## src/common/phy_ctrl_a_defs.svh

```systemverilog
`ifndef PHY_CTRL_A_DEFS_SVH
`define PHY_CTRL_A_DEFS_SVH

// Register address of control_register_a on the register port
`define CTRL_A_ADDR         5'h00
`define CTRL_A_RESET        16'h0000
// Bits implemented in this block; all others read as zero
`define CTRL_A_IMPL_MASK    16'h7F80
// Bits writable only in the off or maintenance state
`define CTRL_A_RESTR_MASK   16'h3000

// Field positions
`define BIT_RESERVED        15
`define BIT_NOISE_TIMING    14
`define BIT_NOISE_WIDE      13
`define BIT_CONN_WIDE       12
`define BIT_SCRUB_REQ       11
`define BIT_TX_PARITY_EN    10
`define BIT_VIOL_OVF_ONLY   9
`define BIT_IDLE_OVF_ONLY   8
`define BIT_EXT_LOOP        7

// Timer base rate
`define CLK_PERIOD_NS       40
`define TIMER_TICK_NS       80
`define TIMER_TICK_CYCLES   (`TIMER_TICK_NS / `CLK_PERIOD_NS)

// Prescaler widths of the narrow timer modes
`define NOISE_PRE_BITS      2
`define CONN_PRE_BITS       8

// Counter widths: overflow at 256 and at 16
`define VIOL_CNT_BITS       8
`define IDLE_GAP_CNT_BITS   4

// Idle symbol pair on the receive byte port
`define IDLE_BYTE           10'h3FF

`endif

```

## src/common/phy_ctrl_a_pkg.sv

```systemverilog
package phy_ctrl_a_pkg;

    // Connection manager state, driven by the connection manager
    typedef enum logic [3:0] {
        PCM_OFF     = 4'h0,
        PCM_BREAK   = 4'h1,
        PCM_TRACE   = 4'h2,
        PCM_CONNECT = 4'h3,
        PCM_NEXT    = 4'h4,
        PCM_SIGNAL  = 4'h5,
        PCM_JOIN    = 4'h6,
        PCM_VERIFY  = 4'h7,
        PCM_ACTIVE  = 4'h8,
        PCM_MAINTENANCE_STATE   = 4'h9
    } pcm_state_type;

    // Line state from the line state machine
    typedef enum logic [2:0] {
        LS_QUIET   = 3'h0,
        LS_IDLE    = 3'h1,
        LS_NOISE   = 3'h2,
        LS_ACTIVE  = 3'h3,
        LS_UNKNOWN = 3'h4,
        LS_HALT    = 3'h5,
        LS_MASTER  = 3'h6
    } line_state_type;

    // Register port access states
    typedef enum logic [1:0] {
        BUS_IDLE   = 2'b00,
        BUS_ACCESS = 2'b01,
        BUS_HOLD   = 2'b10,
        BUS_TAIL   = 2'b11
    } bus_state_type;

    // Register port request, sampled on sys_clk
    typedef struct packed {
        logic        cs_n;
        logic        read;
        logic [4:0]  addr;
        logic [15:0] wdata;
    } np_req_type;

    // One-cycle event pulses toward the event flag register
    typedef struct packed {
        logic noise_timer_expired_flag;
        logic conn_timer_expired;
        logic violation_count_event;
        logic idle_gap_count_event;
        logic idle_min_event;
        logic tx_parity_error;
    } event_pulse_type;

endpackage

```

## src/hw/phy_control_a_upper_bits.sv

```systemverilog
`timescale 1ns/10ps
`default_nettype none
`include "phy_ctrl_a_defs.svh"

module phy_control_a_upper_bits
    import phy_ctrl_a_pkg::*;
#(
    parameter int NOISE_WIDTH = 16,
    parameter int CONN_WIDTH  = 16
)
(
    // Clock and reset
    input  wire logic                   sys_clk_i,
    input  wire logic                   reset_i,
    // Register port, synchronous to sys_clk
    input  wire np_req_type             np_req_i,
    output logic      [15:0]            np_data_o,
    output logic                        np_data_oe_o,
    // Connection manager and line state
    input  wire pcm_state_type          pcm_state_i,
    input  wire line_state_type         line_state_i,
    input  wire logic                   config_override_i,
    // Timers
    input  wire logic [NOISE_WIDTH-1:0] noise_limit_value_i,
    input  wire logic                   conn_load_i,
    input  wire logic [CONN_WIDTH-1:0]  conn_load_value_i,
    output logic      [NOISE_WIDTH-1:0] noise_event_timer_o,
    output logic      [CONN_WIDTH-1:0]  connection_timer_o,
    // Receive byte path and scrub
    input  wire logic [9:0]             rx_byte_i,
    output logic      [9:0]             rx_byte_o,
    // Transmit symbol path
    input  wire logic [4:0]             tx_symbol_i,
    input  wire logic [4:0]             maintenance_line_state_i,
    output logic      [4:0]             transmit_symbol_port_o,
    // Transmit byte input with parity
    input  wire logic [9:0]             tx_byte_i,
    input  wire logic                   tx_parity_i,
    input  wire logic                   tx_byte_valid_i,
    // Counter inputs and outputs, and the idle minimum detect input
    input  wire logic                   violation_symbol_i,
    input  wire logic                   violation_clear_i,
    input  wire logic                   idle_gap_detect_i,
    input  wire logic                   idle_min_detect_i,
    input  wire logic                   idle_gap_clear_i,
    output logic [`VIOL_CNT_BITS-1:0]   violation_symbol_counter_o,
    output logic [`IDLE_GAP_CNT_BITS-1:0] min_idle_gap_counter_o,
    // Event pulses
    output event_pulse_type             events_o,
    // External loopback pin, active low
    output logic                        external_loop_pin_n_o
);

    // Decodes a line state that counts as leaving idle
    function automatic logic is_non_idle(input line_state_type ls);
        is_non_idle = (ls == LS_NOISE) || (ls == LS_ACTIVE) || (ls == LS_UNKNOWN);
    endfunction

    // Control register and bus state
    logic [15:0]    ctrl_a_r;
    logic [15:0]    ctrl_a_nxt;
    bus_state_type  bus_r;
    bus_state_type  bus_nxt;
    logic           read_r;
    logic [4:0]     addr_r;

    // Tick divider for the 80 ns timer base
    localparam int TICK_CYC = (`TIMER_TICK_CYCLES < 1) ? 1 : `TIMER_TICK_CYCLES;
    logic [7:0]     tick_cnt_r;
    wire            tick;

    // Other state
    line_state_type ls_prev_r;
    wire            in_maintenance_state;
    wire            restr_ok;
    wire            scrub_ctl;
    wire            noise_active;
    wire            leave_idle;
    wire            addr_hit;
    wire            wr_strobe;
    wire            rd_drive;
    wire [15:0]     wr_masked;
    wire            noise_expired;
    wire            conn_expired;
    wire            viol_event;
    wire            gap_event;

    // Connection manager state decodes
    assign in_maintenance_state = (pcm_state_i == PCM_MAINTENANCE_STATE);
    assign restr_ok = (pcm_state_i == PCM_OFF) || in_maintenance_state;

    assign scrub_ctl = (in_maintenance_state || config_override_i) && ctrl_a_r[`BIT_SCRUB_REQ];

    // maintenance needs bit 14
    // Outside maintenance the connection manager uses noise timing unless off
    assign noise_active = in_maintenance_state ? ctrl_a_r[`BIT_NOISE_TIMING] : (pcm_state_i != PCM_OFF);

    assign leave_idle = noise_active && (ls_prev_r == LS_IDLE) && is_non_idle(line_state_i);

    // Register port decode; only address 00 belongs to this block
    assign addr_hit  = (addr_r == `CTRL_A_ADDR);
    assign wr_strobe = (bus_r == BUS_ACCESS) && !read_r && addr_hit;
    assign rd_drive  = read_r && addr_hit && (bus_r != BUS_IDLE);

    assign wr_masked = np_req_i.wdata & `CTRL_A_IMPL_MASK;

    // Next register value on a write
    always_comb
    begin
        ctrl_a_nxt = ctrl_a_r;
        if (wr_strobe)
        begin
            if (restr_ok)
                ctrl_a_nxt = wr_masked;
            else
                ctrl_a_nxt = (wr_masked & ~`CTRL_A_RESTR_MASK)
                           | (ctrl_a_r & `CTRL_A_RESTR_MASK);
        end
    end

    // Bus sequencing: chip select sampled, data taken one edge later,
    // one access per chip select, drive released two edges after release
    always_comb
    begin
        bus_nxt = bus_r;
        case (bus_r)
            BUS_IDLE:
                if (!np_req_i.cs_n)
                    bus_nxt = BUS_ACCESS;
            BUS_ACCESS:
                bus_nxt = BUS_HOLD;
            BUS_HOLD:
                if (np_req_i.cs_n)
                    bus_nxt = BUS_TAIL;
            BUS_TAIL:
                bus_nxt = BUS_IDLE;
            default:
                bus_nxt = BUS_IDLE;
        endcase
    end

    // Bus state and captured address
    always_ff @(posedge sys_clk_i or posedge reset_i)
    begin
        if (reset_i)
        begin
            bus_r  <= BUS_IDLE;
            read_r <= 1'b0;
            addr_r <= 5'h00;
        end
        else
        begin
            bus_r <= bus_nxt;
            if (bus_r == BUS_IDLE && !np_req_i.cs_n)
            begin
                read_r <= np_req_i.read;
                addr_r <= np_req_i.addr;
            end
        end
    end

    always_ff @(posedge sys_clk_i or posedge reset_i)
    begin
        if (reset_i)
            ctrl_a_r <= `CTRL_A_RESET;
        else
            ctrl_a_r <= ctrl_a_nxt;
    end

    // Read data from flops; the register is held stable across the access
    always_ff @(posedge sys_clk_i or posedge reset_i)
    begin
        if (reset_i)
        begin
            np_data_o    <= 16'h0000;
            np_data_oe_o <= 1'b0;
        end
        else
        begin
            np_data_o    <= ctrl_a_r & `CTRL_A_IMPL_MASK;
            np_data_oe_o <= rd_drive && (bus_nxt != BUS_IDLE);
        end
    end

    // Timer base: one enable pulse every 80 ns
    assign tick = (tick_cnt_r == 8'(TICK_CYC - 1));

    always_ff @(posedge sys_clk_i or posedge reset_i)
    begin
        if (reset_i)
            tick_cnt_r <= 8'h00;
        else if (tick)
            tick_cnt_r <= 8'h00;
        else
            tick_cnt_r <= tick_cnt_r + 8'h01;
    end

    // Previous line state for transition detection
    always_ff @(posedge sys_clk_i or posedge reset_i)
    begin
        if (reset_i)
            ls_prev_r <= LS_QUIET;
        else
            ls_prev_r <= line_state_i;
    end

    // expiry before idle
    // Return to idle, or noise timing switched off, stops the timer
    prescaled_timer #(
        .WIDTH    (NOISE_WIDTH),
        .PRE_BITS (`NOISE_PRE_BITS)
    ) noise_timer (
        .sys_clk_i    (sys_clk_i),
        .reset_i      (reset_i),
        .tick_i       (tick),
        .wide_i       (ctrl_a_r[`BIT_NOISE_WIDE]),
        .load_i       (leave_idle),
        .load_value_i (noise_limit_value_i),
        .run_i        (noise_active && (line_state_i != LS_IDLE)),
        .count_o      (noise_event_timer_o),
        .expired_o    (noise_expired)
    );

    prescaled_timer #(
        .WIDTH    (CONN_WIDTH),
        .PRE_BITS (`CONN_PRE_BITS)
    ) conn_timer (
        .sys_clk_i    (sys_clk_i),
        .reset_i      (reset_i),
        .tick_i       (tick),
        .wide_i       (ctrl_a_r[`BIT_CONN_WIDE]),
        .load_i       (conn_load_i),
        .load_value_i (conn_load_value_i),
        .run_i        (1'b1),
        .count_o      (connection_timer_o),
        .expired_o    (conn_expired)
    );

    event_counter #(
        .WIDTH (`VIOL_CNT_BITS)
    ) viol_counter (
        .sys_clk_i       (sys_clk_i),
        .reset_i         (reset_i),
        .inc_i           (violation_symbol_i),
        .clear_i         (violation_clear_i),
        .overflow_only_i (ctrl_a_r[`BIT_VIOL_OVF_ONLY]),
        .count_o         (violation_symbol_counter_o),
        .event_o         (viol_event)
    );

    event_counter #(
        .WIDTH (`IDLE_GAP_CNT_BITS)
    ) gap_counter (
        .sys_clk_i       (sys_clk_i),
        .reset_i         (reset_i),
        .inc_i           (idle_gap_detect_i),
        .clear_i         (idle_gap_clear_i),
        .overflow_only_i (ctrl_a_r[`BIT_IDLE_OVF_ONLY]),
        .count_o         (min_idle_gap_counter_o),
        .event_o         (gap_event)
    );

    // Data paths and event outputs, all registered
    always_ff @(posedge sys_clk_i or posedge reset_i)
    begin
        if (reset_i)
        begin
            rx_byte_o              <= 10'h000;
            transmit_symbol_port_o <= 5'h00;
            events_o               <= '0;
            external_loop_pin_n_o  <= 1'b1;
        end
        else
        begin
            rx_byte_o <= scrub_ctl ? `IDLE_BYTE : rx_byte_i;
            transmit_symbol_port_o <= in_maintenance_state ? maintenance_line_state_i : tx_symbol_i;
            events_o.noise_timer_expired_flag <= noise_expired;
            events_o.conn_timer_expired       <= conn_expired;
            events_o.violation_count_event    <= viol_event;
            events_o.idle_gap_count_event     <= gap_event;
            events_o.idle_min_event <= idle_min_detect_i;
            events_o.tx_parity_error <= ctrl_a_r[`BIT_TX_PARITY_EN] && tx_byte_valid_i
                                        && (^{tx_byte_i, tx_parity_i});
            external_loop_pin_n_o <= ~ctrl_a_r[`BIT_EXT_LOOP];
        end
    end

endmodule

`default_nettype wire

```

## src/hw/prescaled_timer.sv

```systemverilog
`timescale 1ns/10ps
`default_nettype none

module prescaled_timer
    import phy_ctrl_a_pkg::*;
#(
    parameter int WIDTH    = 16,
    parameter int PRE_BITS = 2
)
(
    // Clock and reset
    input  wire logic             sys_clk_i,
    input  wire logic             reset_i,
    // Control
    input  wire logic             tick_i,
    input  wire logic             wide_i,
    input  wire logic             load_i,
    input  wire logic [WIDTH-1:0] load_value_i,
    input  wire logic             run_i,
    // Status
    output logic      [WIDTH-1:0] count_o,
    output logic                  expired_o
);

    logic [PRE_BITS-1:0] pre_r;
    logic                running_r;
    wire                 advance;
    wire                 at_zero;

    // Wide mode bypasses the prescaler, so the timer moves on every tick
    assign advance = tick_i && running_r && (wide_i || (&pre_r));
    assign at_zero = (count_o == '0);

    // Prescaler, reset on each load so the first period is whole
    always_ff @(posedge sys_clk_i or posedge reset_i)
    begin
        if (reset_i)
            pre_r <= '0;
        else if (load_i)
            pre_r <= '0;
        else if (tick_i && running_r)
            pre_r <= pre_r + 1'b1;
    end

    // Down counter; expiry fires once, then the timer stops
    always_ff @(posedge sys_clk_i or posedge reset_i)
    begin
        if (reset_i)
        begin
            count_o   <= '0;
            running_r <= 1'b0;
            expired_o <= 1'b0;
        end
        else
        begin
            expired_o <= 1'b0;
            if (load_i)
            begin
                count_o   <= load_value_i;
                running_r <= 1'b1;
            end
            else if (!run_i)
                running_r <= 1'b0;
            else if (advance && at_zero)
            begin
                running_r <= 1'b0;
                expired_o <= 1'b1;
            end
            else if (advance)
                count_o <= count_o - 1'b1;
        end
    end

endmodule

`default_nettype wire

```

## src/hw/event_counter.sv

```systemverilog
`timescale 1ns/10ps
`default_nettype none

module event_counter
    import phy_ctrl_a_pkg::*;
#(
    parameter int WIDTH = 8
)
(
    // Clock and reset
    input  wire logic             sys_clk_i,
    input  wire logic             reset_i,
    // Control
    input  wire logic             inc_i,
    input  wire logic             clear_i,
    input  wire logic             overflow_only_i,
    // Status
    output logic      [WIDTH-1:0] count_o,
    output logic                  event_o
);

    wire overflow;

    // Wrap from all ones back to zero is the overflow
    assign overflow = inc_i && (&count_o);

    // An increment in the clearing cycle still counts, so none is lost
    always_ff @(posedge sys_clk_i or posedge reset_i)
    begin
        if (reset_i)
        begin
            count_o <= '0;
            event_o <= 1'b0;
        end
        else
        begin
            if (clear_i)
                count_o <= inc_i ? WIDTH'(1) : '0;
            else if (inc_i)
                count_o <= count_o + 1'b1;
            event_o <= overflow_only_i ? overflow : inc_i;
        end
    end

endmodule

`default_nettype wire

```

## config.mk

```make
export PLATFORM = sky130hd
export DESIGN_NAME = phy_control_a_upper_bits
export DESIGN_NICKNAME = d
export VERILOG_FILES = /design/src/common/phy_ctrl_a_pkg.sv /design/src/hw/phy_control_a_upper_bits.sv /design/src/hw/prescaled_timer.sv /design/src/hw/event_counter.sv
export VERILOG_INCLUDE_DIRS = /design/src /design/src/common
export SDC_FILE = /design/constraint.sdc
export NUM_CORES = 1
export LEC_CHECK = 0
export ABC_CLOCK_PERIOD_IN_PS = 5400
export CAP_MARGIN = 20
export CORE_UTILIZATION = 55
export CTS_BUF_LIST = sky130_fd_sc_hd__clkbuf_2
export CTS_CLUSTER_DIAMETER = 150
export DETAILED_ROUTE_END_ITERATION = 7
export DONT_BUFFER_PORTS = 1
export PLACE_DENSITY = 0.7
export RECOVER_POWER = 25
export SKIP_LAST_GASP = 1
export SLEW_MARGIN = 0
export SYNTH_ARGS = -nofsm -noshare
export SYNTH_HDL_FRONTEND = slang
export SYNTH_SLANG_ARGS = --single-unit
```

## constraint.sdc

```tcl
create_clock -name sys_clk_i -period 5.4 [get_ports sys_clk_i]
set_input_delay 1.35 -clock sys_clk_i [delete_from_list [all_inputs] [get_ports sys_clk_i]]
set_output_delay 1.35 -clock sys_clk_i [all_outputs]
set_load 0.05 [all_outputs]
```

Word level (Yosys, flattened, before mapping):

Cells that the tools add are included.

* logic and storage cells: 139
* register bits: 125
* output and inout port bits: 83
* input bits: 103

* equality and inequality tests: 13
* bitwise gates (word level): 2
* mux-type cells: 37
* $add $sub $neg: 7
* reductions and logical operators: 51

Operator list (number)
* 16-bit 2-to-1 mux: 7
* 8-bit 2-to-1 mux: 5
* 16-bit logical NOT: 2
* 16-bit by 1-bit subtractor with 16-bit output, second input constant: 2
* 8-bit by 1-bit adder with 8-bit output, second input constant: 3
* 1-bit logical AND: 20
* 2-bit nonzero test: 10
* 8-bit AND reduction: 2
* 1-bit 2-to-1 mux: 15
* 15-bit 2-to-1 mux: 1
* 15-bit by 14-bit bitwise OR with 15-bit output: 1
* 11-bit parity: 1
* 10-bit 2-to-1 mux: 1
* 8-bit by 1-bit equality test with 1-bit output, second input constant: 1
* 2-bit 2-to-1 mux: 4
* 4-bit 2-to-1 mux: 2
* 2-bit case mux with 4 select lines: 1
* 3-bit by 2-bit equality test with 1-bit output, second input constant: 2
* 1-bit logical OR: 6
* 5-bit logical NOT: 1
* 5-bit 2-to-1 mux: 1
* 4-bit by 1-bit adder with 4-bit output, second input constant: 1
* 2-bit equality test, second input constant: 2
* 4-bit equality test, second input constant: 1
* other kinds (15): 18

Depth between registers and ports, before layout:

* depth after elaboration: 7
* mapped depth: 9
* depth with buffers taken out: 7

Cells and area by module:

A second synthesis with hierarchy kept.

* cell total of the unflattened synthesis: 548
* area, all modules: 5876.9 um2

Modules (own cells, without submodules)
* phy_control_a_upper_bits: instances 1, cells each 161, seq. area each 1452.6 um2, area each 2293.4 um2
* prescaled_timer at conn_timer: instances 1, cells each 188, seq. area each 650.6 um2, area each 1641.6 um2
* prescaled_timer at noise_timer: instances 1, cells each 136, seq. area each 500.5 um2, area each 1248.7 um2
* event_counter at viol_counter: instances 1, cells each 42, seq. area each 225.2 um2, area each 426.7 um2
* event_counter at gap_counter: instances 1, cells each 21, seq. area each 125.1 um2, area each 266.5 um2

Least setup slack after synthesis:

Ideal clock, no wire load.

* path type: input to register
* start: input port pcm_state_i[0]
* end: register noise_timer.count_o[2]
* path buffers: 1
* stages on the path: 6
* required time: 5331 ps
* data arrival time: 2805 ps
* slack: 2526 ps
* setup time: 69 ps
* cell sequence: or2_2 > a211o_1 > and2_1 > clkbuf_1 > or4_1 > nand3_1

* longest elaborated chain between the ends: 6
* elaborated cells on any way between the ends: 11
* those cells by class: 2 x eq/ne; 2 x mux; 7 x reduce/logical

RTL lines
* start: declaration: RTL line phy_control_a_upper_bits.sv:20 `input wire pcm_state_type pcm_state_i,`
* 4-bit equality test or 4-bit nonzero test (tied branches): RTL line phy_control_a_upper_bits.sv:89, phy_control_a_upper_bits.sv:96
* 1-bit 2-to-1 mux (*): RTL line phy_control_a_upper_bits.sv:96 `` assign noise_active = in_maintenance_state ? ctrl_a_r[`BIT_NOISE_TIMING] : (pcm_state_i != PCM_OFF); ``
* 1-bit logical AND (2 in series): RTL line phy_control_a_upper_bits.sv:98 `assign leave_idle = noise_active && (ls_prev_r == LS_IDLE) && is_non_idle(line_state_i);`
* 2-bit != test (no source line) or 2-bit nonzero test (tied branches)
* 3-bit AND reduction (no source line)
* end signal: assignment: RTL line prescaled_timer.sv:59 `count_o <= load_value_i;`
* end signal: assignment: RTL line prescaled_timer.sv:70 `count_o <= count_o - 1'b1;`
* end: declaration: RTL line prescaled_timer.sv:21 `output logic [WIDTH-1:0] count_o,`

Mark *: on every way between the ends. The rest lies on a longest branch, timed or not.
A chain may end at the register's enable or synchronous reset.

Worst setup path in the final report:

* start: register noise_timer.count_o[0]
* end: register noise_timer.count_o[9]

* longest elaborated chain between the ends: 5
* elaborated cells on any way between the ends: 9
* those cells by class: 1 x add/sub; 1 x eq/ne; 4 x mux; 3 x reduce/logical

RTL lines
* 16-bit by 1-bit subtractor with 16-bit output: RTL line prescaled_timer.sv:70
* 16-bit 2-to-1 mux: RTL line prescaled_timer.sv:69 `else if (advance)`
* 16-bit 2-to-1 mux: RTL line prescaled_timer.sv:64 `else if (advance && at_zero)`
* 16-bit 2-to-1 mux: RTL line prescaled_timer.sv:62 `else if (!run_i)`
* 16-bit 2-to-1 mux: RTL line prescaled_timer.sv:57 `if (load_i)`

Parallel ways exist; a longest one is shown, timed or not. The select of a mux whose other input is x is not followed.

==> impl_metrics.py <==
metrics = {
    "pwr": {
        "power_density_nw_per_um2": 445,
        "leakagePower_uw": 0.00248,
        "max-vdd-ir-drop_mv": 0.248,
    },
    "sta": {
        "final-setup-viol-count": 0,
        "worst_pin_slew_ns": 0.994,
        "drv_slew": 0,
        "hold_ws_ns": 0.379,
        "slew-limit-headroom_pct": 33.4,
        "setup_tns_ns": 0,
        "max_freq_mhz": 310,
        "rsz0062_at_grt": "false",
        "fin_skew_ns": 0.0320,
        "fin_crit_sh_pct": 59.7,
        "fin_crit_ns": 3.23,
        "hold_viol": 0,
    },
    "drt": {
        "ant_nets": 0,
        "wl_met1_um": 4580,
        "vias": 3905,
        "drt_iter0_drc": 93,
        "top_layer": "met4",
        "met2WireLength_um": 5630,
        "routed_via_density": 5.83,
        "drt_wl_total_um": 11200,
        "dr.pass1.iters": 4,
        "drc": 0,
        "wl_met3_um": 855,
        "wl_per_cell_um": 16.7,
    },
    "worst_setup_path": {
        "reg2reg_to": "noise_timer.count_o[9]$_DFFE_PP0P_",
        "crit_path_end_kind": "flip-flop",
        "reg2reg_depth": 7,
        "cp_num_cells": 7,
        "cp_max_fo": 22,
        "path_buf_inv": 1,
        "worstPathCellList": "inv_1, ha_1, nor4b_1, nand4_1, nand4_1, or4_2, a31oi_1",
        "critPathLaunchType": "flip-flop",
        "reg2reg_slack_ns": 2.17,
        "critical_path_class": "flip-flop to flip-flop",
        "crit_path_frequent_cell": "nand4_1",
        "worst_path_max_delay_cell": "or4_2",
        "critical_path.top_delay_family": "simple AND/OR/NAND/NOR gates",
        "cp.required_ns": 6.01,
        "worstPathArrival_ns": 3.83,
        "worstReg2RegStart": "noise_timer.count_o[0]$_DFFE_PP0P_",
        "slowest_delay_ns": 0.85,
    },
    "cts": {
        "cts_root_buf": "clkbuf_2",
        "clock_sinks": 118,
        "cts_buffers": 17,
        "htree_levels": 4,
        "post_cts_resized": 0,
        "clockBufferDepth": 2,
        "cts_hold_buf": 0,
        "clk_latency_ns": 0.68,
        "cts_tree": "done",
        "cts.clk_slew.worst_paths_ns": 0.20,
        "post_cts.repair.setup_buffers": 0,
    },
    "synth": {
        "synth_seq_area_share_pct": 52.9,
        "synth_ff_type": "dfrtp_1",
        "synth_cells": 521,
        "async_reset_ff_share_pct": 100,
        "synth_area_um2": 5590,
        "synth_warnings": 0,
        "avgSynthCellArea_um2": 10.7,
        "synth_edf_count": 0,
        "synth_cell_types": 58,
        "ys_seq_elements": 118,
    },
    "global_route": {
        "antenna_found_initial": 1,
        "grt_pass1_vias": 3783,
        "overflow": 0,
        "grt_pass1_wl_um": 17900,
        "grt_use_total_pct": 22.5,
        "grt_max_degree": 89,
    },
    "floorplanning": {
        "die-area_um2": 10600,
        "die_w_um": 103,
        "fp.coreArea_um2": 9820,
        "start_util_pct": 56.9,
        "ios": 186,
        "rows": 36,
        "die_h_um": 103,
    },
    "job": {
        "cap_violations": 0,
    },
    "placed_design": {
        "place_congestion": 0.776,
        "portBuffers": 0,
        "dp_hpwl_um": 8010,
    },
    "finish": {
        "drive_gt1_share_pct": 13.2,
        "area_delta_synth_final_pct": 6.78,
        "fin_nets": 638,
        "fillers": 856,
    },
    "hold_path": {
        "worstHoldPathCells": 0,
        "hp-class": "flip-flop to flip-flop",
        "min_to": "events_o[4]$_DFF_PP0_",
        "hp-start": "conn_timer.expired_o$_DFF_PP0_",
    },
    "run_status": {
        "status": "completed",
    },
}
==> cell type report <==
class	instances	area [um2]	share of cell area, %
inverter	14	53.8	0.901
timing repair buffer	2	35.0	0.587
multi-input combinational	370	2480	41.5
tap	133	166	2.79
sequential	118	2950	49.5
clock inverter	15	194	3.25
clock buffer	17	85.1	1.43
antenna	1	2.50	0.0419
==> kinds of logic (layout without fill, tap and decap cells) <==
group                      count (synthesis)  count (layout)  share of synthesized area [%]
AOI/OAI and AO/OA                         79              79                           9.72
xor gates and xnor gates                  41              41                           6.42
adders and majority gates                 12              12                           2.69
buffers and inverters                     40              48                           3.29
DFF                                      118             118                           52.9
muxes                                     23              23                           4.54
other                                      1               9                         0.0671
and+or+nand+nor                          207             207                           20.4
==> cell usage in the layout, fill, tap and decap left out, drive strengths merged, types with 9 or more instances in the layout <==
cell and instances:
clkbuf 17, or4 11, mux2 19, nand2b 14
ha 12, nand2 38, xor2 12, dfrtp 117
or3 15, o21ai 21, xnor2 29, nand3 15
a21oi 9, inv 20, nor4 9, nand4 10
a31oi 14, nor2 49
==> how the worst max path moves through the flow <==
stage	start	end	slack (ns)
global placement	line_state_i[1]	noise_timer.count_o[7]$_DFFE_PP0P_	1.95
global route	noise_timer.count_o[0]$_DFFE_PP0P_	noise_timer.count_o[9]$_DFFE_PP0P_	1.95
detailed placement	line_state_i[1]	noise_timer.count_o[9]$_DFFE_PP0P_	1.84
finish	noise_timer.count_o[0]$_DFFE_PP0P_	noise_timer.count_o[9]$_DFFE_PP0P_	2.17
floorplan	reset_i	addr_r[0]$_DFFE_PP0P_	0.92
CTS	noise_timer.count_o[0]$_DFFE_PP0P_	noise_timer.count_o[9]$_DFFE_PP0P_	2.18
==> state kept, by name, indices dropped and copies added, names as in the netlist, 3 cells and up <==
signal and cells:
transmit_symbol_port_o 5, conn_timer.pre_r 8, np_data_o 8, addr_r 5, gap_counter.count_o 4, rx_byte_o 10, ctrl_a_r 8, conn_timer.count_o 16
noise_timer.count_o 16, tick_cnt_r 8, viol_counter.count_o 8, ls_prev_r 3, events_o 6
==> power breakdown <==
group	switching (uW)	total (uW)	internal [uW]	leakage [uW]
logic	203	387	184	0.000861
clock network	371	644	273	0.000167
registers	568	1630	1060	0.00145
total	1140	2660	1510	0.00248
==> worst register-to-register path, stage by stage (launching register included) <==
cell     delay, ns
dfrtp_1       0.74
inv_1         0.13
ha_1          0.28
nor4b_1       0.18
nand4_1       0.17
nand4_1       0.63
or4_2         0.86
a31oi_1       0.20
==> cell usage after synthesis, types with 4 or more instances <==
cell       count  area (um2)
or4_1          9        67.6
ha_1          12         150
nand4_1       10        62.6
or2_2          4        25.0
a211o_1        4        35.0
o31ai_1        7        52.6
a21oi_1        9        45.0
xnor2_1       29         254
o21ai_0       20         100
or3_1         14        87.6
a31oi_1       14        87.6
mux2_2        19         214
clkbuf_1      13        48.8
xor2_1        12         105
nand2b_1      14        87.6
nor3_1         8        40.0
dfrtp_1      117        2930
nor2_1        49         184
o41ai_1        4        35.0
nand2_1       38         143
buf_4          8        60.1
mux2i_1        4        40.0
nor4_1         7        43.8
nor2b_1        6        37.5
inv_1         14        52.6
and2_1         5        31.3
nand3_1       15        75.1
and3_1         8        50.1
a2111oi_0      5        43.8
==> stage by stage <==
step	area (um2)	worst slack [ns]	total power (uW)	utilization (%)	cells
2_1_floorplan	5620	0.923	1930	-	528
3_3_place_gp	5660	1.95	2000	57.6	636
3_5_place_dp	5660	1.84	2040	57.6	636
4_1_cts	5940	2.18	2690	60.5	668
5_1_grt	5970	1.95	2810	60.8	669
6_report	5970	2.17	2660	60.8	670
==> routing by layer <==
layer / GRT usage [%] / up-vias
li1: - / 1848
met1: 26.9 / 1925
met2: 36.1 / 117
met3: 10.6 / 15
met4: 7.48 / 0
met5: 0 / -
(Power assumes the default switching activity.)
